$ cat src/logic/exec_params.svh
// constants for the arithmetic and bit-operation execution unit
`ifndef EXEC_PARAMS_SVH
`define EXEC_PARAMS_SVH
`define DATA_W 8
`define ADDR_W 7
`define BIT_W 3
`define FILE_DEPTH 128
`define ACC_RESET 8'h00
`define NIBBLE_MSB 3
`define PORT_ADDR_A 7'h05
`define PORT_ADDR_B 7'h07
`endif

$ cat src/logic/exec_pkg.sv
// types shared by the execution unit
package exec_pkg;
    typedef enum logic [2:0] {
        add_literal_op,
        add_acc_to_file_op,
        and_literal_op,
        and_acc_file_op,
        clear_bit_op,
        set_bit_op,
        skip_if_bit_one_op,
        skip_if_bit_zero_op
    } op_e;

    typedef struct packed {
        logic valid;
        op_e op;
        logic [6:0] addr;
        logic dest;
        logic [2:0] bit_idx;
        logic [7:0] literal;
    } instr_s;

    typedef struct packed {
        logic carry;
        logic nibble_overflow_flag;
        logic zero;
    } flags_s;
endpackage

$ cat src/logic/mcu_arith_bitop_exec.sv
// execution unit for add, and, bit set/clear and bit-test-skip
`timescale 1ns/1ns
`default_nettype none
`include "exec_params.svh"
module mcu_arith_bitop_exec
    import exec_pkg::*;
(
    // clock and reset
    input wire logic clock,
    input wire logic nrst,
    // instruction from the sequencer
    input wire instr_s instr,
    // port pins read back on read-modify-write
    input wire logic [7:0] port_a_pins,
    input wire logic [7:0] port_b_pins,
    // state seen by the core
    output logic [7:0] acc,
    output flags_s flags,
    output logic squash_next,
    // port latch outputs
    output logic [7:0] port_a_latch,
    output logic [7:0] port_b_latch
);
    logic rst_meta_reg;
    logic rst_sync_reg;
    logic [7:0] pa_meta_reg, pa_sync_reg, pb_meta_reg, pb_sync_reg;
    logic [7:0] file_mem [0:`FILE_DEPTH-1];
    logic [7:0] acc_reg;
    flags_s flags_reg;
    logic skip_reg;
    logic [7:0] operand;
    logic [8:0] sum;
    logic [4:0] low_sum;
    logic [7:0] result;
    logic write_file;
    logic write_acc;
    logic test_bit;

    function automatic logic is_port(input logic [6:0] a);
        is_port = (a == `PORT_ADDR_A) || (a == `PORT_ADDR_B);
    endfunction

    always_ff @(posedge clock or negedge nrst)
    begin
        if (!nrst)
        begin
            rst_meta_reg <= 1'b0;
            rst_sync_reg <= 1'b0;
        end
        else
        begin
            rst_meta_reg <= 1'b1;
            rst_sync_reg <= rst_meta_reg;
        end
    end

    // pins are asynchronous, two stages before use
    always_ff @(posedge clock)
    begin
        pa_meta_reg <= port_a_pins;
        pa_sync_reg <= pa_meta_reg;
        pb_meta_reg <= port_b_pins;
        pb_sync_reg <= pb_meta_reg;
    end

    wire logic active = instr.valid && !skip_reg;

    // operand selection and result
    always_comb
    begin
        if (instr.addr == `PORT_ADDR_A)
            operand = pa_sync_reg;
        else if (instr.addr == `PORT_ADDR_B)
            operand = pb_sync_reg;
        else
            operand = file_mem[instr.addr];
        if (instr.op == add_literal_op || instr.op == and_literal_op)
            operand = instr.literal;
        sum = {1'b0, acc_reg} + {1'b0, operand};
        low_sum = {1'b0, acc_reg[3:0]} + {1'b0, operand[3:0]};
        test_bit = operand[instr.bit_idx];
        case (instr.op)
            add_literal_op, add_acc_to_file_op: result = sum[7:0];
            and_literal_op, and_acc_file_op: result = acc_reg & operand;
            clear_bit_op: result = operand & ~(8'h01 << instr.bit_idx);
            set_bit_op: result = operand | (8'h01 << instr.bit_idx);
            default: result = operand;
        endcase
        write_acc = 1'b0;
        write_file = 1'b0;
        case (instr.op)
            add_literal_op, and_literal_op: write_acc = active;
            add_acc_to_file_op, and_acc_file_op:
            begin
                write_acc = active && !instr.dest;
                write_file = active && instr.dest;
            end
            clear_bit_op, set_bit_op: write_file = active;
            default: ;
        endcase
    end

    always_ff @(posedge clock)
    begin
        if (write_file && !is_port(instr.addr))
            file_mem[instr.addr] <= result;
    end

    always_ff @(posedge clock or negedge rst_sync_reg)
    begin
        if (!rst_sync_reg)
        begin
            port_a_latch <= 8'h00;
            port_b_latch <= 8'h00;
        end
        else if (write_file && instr.addr == `PORT_ADDR_A)
            port_a_latch <= result;
        else if (write_file && instr.addr == `PORT_ADDR_B)
            port_b_latch <= result;
    end

    always_ff @(posedge clock or negedge rst_sync_reg)
    begin
        if (!rst_sync_reg)
            acc_reg <= `ACC_RESET;
        else if (write_acc)
            acc_reg <= result;
    end

    // flags: only add and and touch them
    always_ff @(posedge clock or negedge rst_sync_reg)
    begin
        if (!rst_sync_reg)
            flags_reg <= '0;
        else if (active)
        begin
            case (instr.op)
                add_literal_op, add_acc_to_file_op:
                begin
                    flags_reg.carry <= sum[8];
                    flags_reg.nibble_overflow_flag <= low_sum[4];
                    flags_reg.zero <= (sum[7:0] == 8'h00);
                end
                and_literal_op, and_acc_file_op: flags_reg.zero <= (result == 8'h00);
                default: ;
            endcase
        end
    end

    // a squashed slot cannot itself skip, so skips never chain
    always_ff @(posedge clock or negedge rst_sync_reg)
    begin
        if (!rst_sync_reg)
            skip_reg <= 1'b0;
        else
            skip_reg <= active && ((instr.op == skip_if_bit_one_op && test_bit)
                || (instr.op == skip_if_bit_zero_op && !test_bit));
    end

    assign acc = acc_reg;
    assign flags = flags_reg;
    assign squash_next = skip_reg;

    property p_skip_one;
        @(posedge clock) disable iff (!rst_sync_reg)
        active && instr.op == skip_if_bit_one_op |-> ##1 squash_next == $past(test_bit);
    endproperty
    a_skip_one: assert property (p_skip_one) else $error("skip if one wrong");

    property p_skip_zero;
        @(posedge clock) disable iff (!rst_sync_reg)
        active && instr.op == skip_if_bit_zero_op |-> ##1 squash_next == !$past(test_bit);
    endproperty
    a_skip_zero: assert property (p_skip_zero) else $error("skip if zero wrong");

    property p_no_skip_flags;
        @(posedge clock) disable iff (!rst_sync_reg)
        active && (instr.op inside {skip_if_bit_one_op, skip_if_bit_zero_op, clear_bit_op, set_bit_op})
        |=> $stable(flags);
    endproperty
    a_no_skip_flags: assert property (p_no_skip_flags) else $error("flags changed");

    property p_add_lit;
        @(posedge clock) disable iff (!rst_sync_reg)
        active && instr.op == add_literal_op |=> acc == $past(acc_reg + instr.literal);
    endproperty
    a_add_lit: assert property (p_add_lit) else $error("add literal wrong");

    // zero follows the 8-bit sum whichever destination took it
    property p_zero_add;
        @(posedge clock) disable iff (!rst_sync_reg)
        active && instr.op == add_acc_to_file_op |=> flags.zero == ($past(acc_reg + operand) == 8'h00);
    endproperty
    a_zero_add: assert property (p_zero_add) else $error("zero flag after add wrong");

    property p_and_lit;
        @(posedge clock) disable iff (!rst_sync_reg)
        active && instr.op == and_literal_op |=> acc == $past(acc_reg & instr.literal)
            && flags.carry == $past(flags.carry) && flags.zero == (acc == 8'h00);
    endproperty
    a_and_lit: assert property (p_and_lit) else $error("and literal wrong");

    property p_dest_file;
        @(posedge clock) disable iff (!rst_sync_reg)
        active && instr.op inside {add_acc_to_file_op, and_acc_file_op} && instr.dest |=> $stable(acc);
    endproperty
    a_dest_file: assert property (p_dest_file) else $error("acc written for file dest");

    property p_carry;
        @(posedge clock) disable iff (!rst_sync_reg)
        active && instr.op == add_acc_to_file_op |=> flags.carry == $past(sum[8])
            && flags.nibble_overflow_flag == $past(low_sum[4]);
    endproperty
    a_carry: assert property (p_carry) else $error("carry flags wrong");

    property p_squash_once;
        @(posedge clock) disable iff (!rst_sync_reg)
        squash_next |=> !squash_next;
    endproperty
    a_squash_once: assert property (p_squash_once) else $error("skip chained");

    c_skip: cover property (@(posedge clock) disable iff (!rst_sync_reg) squash_next);
    c_carry: cover property (@(posedge clock) disable iff (!rst_sync_reg) flags.carry);
    c_port: cover property (@(posedge clock) disable iff (!rst_sync_reg) write_file && is_port(instr.addr));
endmodule
`default_nettype wire

$ cat config.mk
export PLATFORM = sky130hd
export DESIGN_NAME = mcu_arith_bitop_exec
export DESIGN_NICKNAME = d
export VERILOG_FILES = /design/src/logic/exec_pkg.sv /design/src/logic/mcu_arith_bitop_exec.sv
export VERILOG_INCLUDE_DIRS = /design/src /design/src/logic
export SDC_FILE = /design/constraint.sdc
export NUM_CORES = 1
export LEC_CHECK = 0
export BUFFER_PORTS_ARGS = -buffer_cell sky130_fd_sc_hd__buf_2
export CORE_UTILIZATION = 40
export DETAILED_ROUTE_END_ITERATION = 12
export GPL_ROUTABILITY_DRIVEN = 0
export PLACE_DENSITY_LB_ADDON = 0.2
export SLEW_MARGIN = 20
export SYNTH_ARGS = -nofsm -noshare
export SYNTH_HDL_FRONTEND = slang
export SYNTH_SLANG_ARGS = --single-unit
$ cat constraint.sdc
create_clock -name clock -period 1.1 [get_ports clock]
set_input_delay 0.22 -clock clock [delete_from_list [all_inputs] [get_ports clock]]
set_output_delay 0.22 -clock clock [all_outputs]
set_load 0.005 [all_outputs]
==> summary.txt <==
Place
  – Placed Area: 50200 um^2
  – Dpl hpwl: 104000 um
  – Port Buffers: 68

Global routing
  – Largest net degree at the start of global routing: 129
  – Antenna violations before repair: 7
  – Vias in the first global route: 28200
  – GRT Total Usage: 27.7%
  – GR Overflow Total: 0
  – First-pass GRT wire length: 213000 um

Logic synthesis
  – Post-synth cell types: 83
  – Synth Warn #: 0
  – Mapped Cells: 2603
  – Post-synth EDFFs: 1023
  – #FFs+latches synth: 1085
  – Syn Area/Cell: 16.6 um^2
  – FFs w/ async S/R, synth: 2.76%
  – Register area share after synthesis: 74.2%
  – Main flop type after synthesis: edfxtp_1
  – Synth Cell Area: 43300 um^2

Detailed routing
  – DRC Markers: 1
  – Post-Route WL: 155000 um
  – Initial DRT Pass Iterations: 12
  – Antenna viol nets, final: 0
  – Routed len/inst: 32.2 um
  – Vias per cell: 6.01
  – Initial DRC Count: 4049
  – Routed via count: 28900

Outcome
  – Status: complete, but fails checks
  – Failing checks: design-rule violations, negative setup slack

Pwr
  – Pleak: 19.6 nW
  – Cell Pwr Density: 1930 nW/um^2
  – Worst IR Drop VDD: 1.33 mV

Floorplanning
  – Initial Util: 40.4%
  – Ports: 69
  – Die ar.: 110000 um^2
  – Die outline height: 331 um
  – Die Width: 331 um
  – Core area: 107000 um^2
  – Row cnt: 120

Clock tree
  – CTS Buf Count: 114
  – Clock transition at path regs: 60 ps
  – Clk sinks: 1085
  – CTS tree: done
  – CTS Root Cell: clkbuf_16
  – Clock Tree Buf Depth: 3
  – Clock Latency Late Sink: 720 ps
  – H-tree depth: 3

STA
  – Final Hold Viols: 0
  – Worst setup margin: -4000 ps
  – Crit share post-route: 464%
  – Min Tclk post-route: 5100 ps
  – Clock skew: 38.7 ps
  – Max-slew headroom: 21.2%
  – Final setup fails: 2087
  – Final Max Tran Viols: 0
  – Setup TNS: -5219600 ps
  – Hold_ws: 35.0 ps
  – F_max: 196 MHz
  – Least-Margin Pin Slew: 1180 ps
  – RSZ-0062 raised after global routing: yes

Worst setup path
  – CP startpoint kind: flop
  – Worst path required time: 1560 ps
  – CP Max Fanout: 7
  – CP Data Arrival Time: 5560 ps
  – Setup Crit Path Kind: reg2reg
  – Crit end category: flop

Cells and area
  – Largest Register: file_mem
  – Nets: 3356
  – Largest register FFs: 1023
  – Area grow syn2layout: 27.7%
  – Layout cells sized above 1: 32.3%
  – Post-route cell area: 55300 um^2
  – Final core occ: 51.5%

Run
  – Max Cap Viol: 0

Min path
  – Worst hold path class: in2reg
[synth_stat cells (22+ instances only)]
library cell     n  area [um^2]
a221o_1         23          230
a221oi_1        77          674
buf_6           22          248
mux2_2          71          800
nor3_1          22          110
o21ai_0         58          290
buf_2           43          215
edfxtp_1      1023        30700
nand2_1        102          383
a21oi_1         90          450
mux2i_1        143         1430
dfxtp_1         32          641
a22oi_1         96          721
clkbuf_1        81          304
nand3_1         35          175
dfrtp_1         30          751
nor2_1         193          724
a22o_1          29          254
mux4_2          57         1280
[per-stage QoR]
stage          setup WS (ps)  std cells  total power, mW
3_3_place_gp           -4990       4521             64.9
6_report               -4000       4804              107
2_1_floorplan          -6360       2617             56.1
4_1_cts                -3780       4781              105
5_1_grt                -4160       4804              109
3_5_place_dp           -4710       4521             65.2
[cell type report]
class	count	area, um^2
fill	8792	51900
clock buffer	137	3000
timing repair buffer	751	7160
inverter	19	85.1
sequential	1085	32100
antenna	1	2.50
multi-input combinational	1335	10500
clock inverter	73	646
tap	1403	1760
[routing by layer]
layer	GRT usage, %	wire length [um]	vias up
met1	36.9	59600	14800
met2	43.2	70100	1814
li1	-	-	11900
met3	6.59	17200	360
met4	12.3	7820	4
met5	0	23	-
[layout by cell type (no fill, tap or decap), types with 12 or more instances in the layout]
cell type,n
edfxtp_1,1023
buf_4,545
nor2_1,188
mux2i_1,142
clkbuf_16,130
nand2_1,102
a22oi_1,94
a21oi_1,81
a221oi_1,76
buf_12,75
mux2_2,66
buf_2,65
mux4_2,57
o21ai_0,55
nand3_1,34
dfxtp_1,32
dfrtp_1,30
a22o_1,29
clkinv_2,25
nor3_1,22
clkinv_1,22
o22ai_1,21
a221o_1,21
dlygate4sd3_1,20
clkbuf_1,19
buf_16,17
conb_1,16
nor2b_1,15
a211oi_1,15
a31oi_1,14
o221ai_1,13
mux2_1,13
clkinvlp_4,13
inv_1,12
a21o_1,12
[kinds of logic (layout without fill, tap and decap cells)]
family	Yosys count	in the layout	synth area share [%]
AO/OA/AOI/OAI	563	563	9.60
XOR/XNOR	6	6	0.121
adder cells (fa/ha/maj)	9	9	0.278
buffers and inverters	197	980	2.40
flip-flops	1085	1085	74.2
multiplexers	285	285	8.49
other	2	17	0.0174
AND/OR/NAND/NOR	456	456	4.90
[critical path: stages, from the launching register on]
cell	delay [ps]
edfxtp_1	360
mux4_2	490
and2_4	160
a211oi_2	160
buf_4	180
a31o_1	150
o41ai_4	100
a2111oi_4	520
buf_4	230
nor2_4	50
ha_4	190
fa_2	370
a21o_1	180
a21oi_2	150
o21bai_1	90
a21oi_2	210
xnor2_2	110
a21oi_2	140
o31a_1	220
clkinvlp_4	110
buf_4	190
buf_16	180
bufbuf_16	300
[what timing repair did]
item	4_1_cts	5_1_grt
gates resized for setup	47	15
cloned	15	18
setup buffers	16	10
pin swaps	13	14
hold endpoints to repair	19	0
endpoints found under the setup margin	2087	2087
hold buffers	20	0
[path summary, 6_finish.rpt]
check | from | to | slack (ps) | depth (start not counted)
setup / recovery | file_mem[31][0] | file_mem[88][6] | -4000 | 22
hold / removal | instr[19] | squash_next | 30 | 4
setup reg to reg | file_mem[31][0] | file_mem[88][6] | -4000 | 22
hold reg to reg | rst_sync_reg | port_b_latch[4] | 240 | 1
max in group asynchronous | rst_sync_reg | acc[1] | 560 | 1
min in group asynchronous | rst_sync_reg | port_b_latch[4] | 240 | 1
[power by group]
group	switching [mW]	internal (mW)
logic	11.2	8.01
registers	0.268	49.3
clock network	16.2	21.7
No activity file was read; power rests on OpenSTA's default activity.
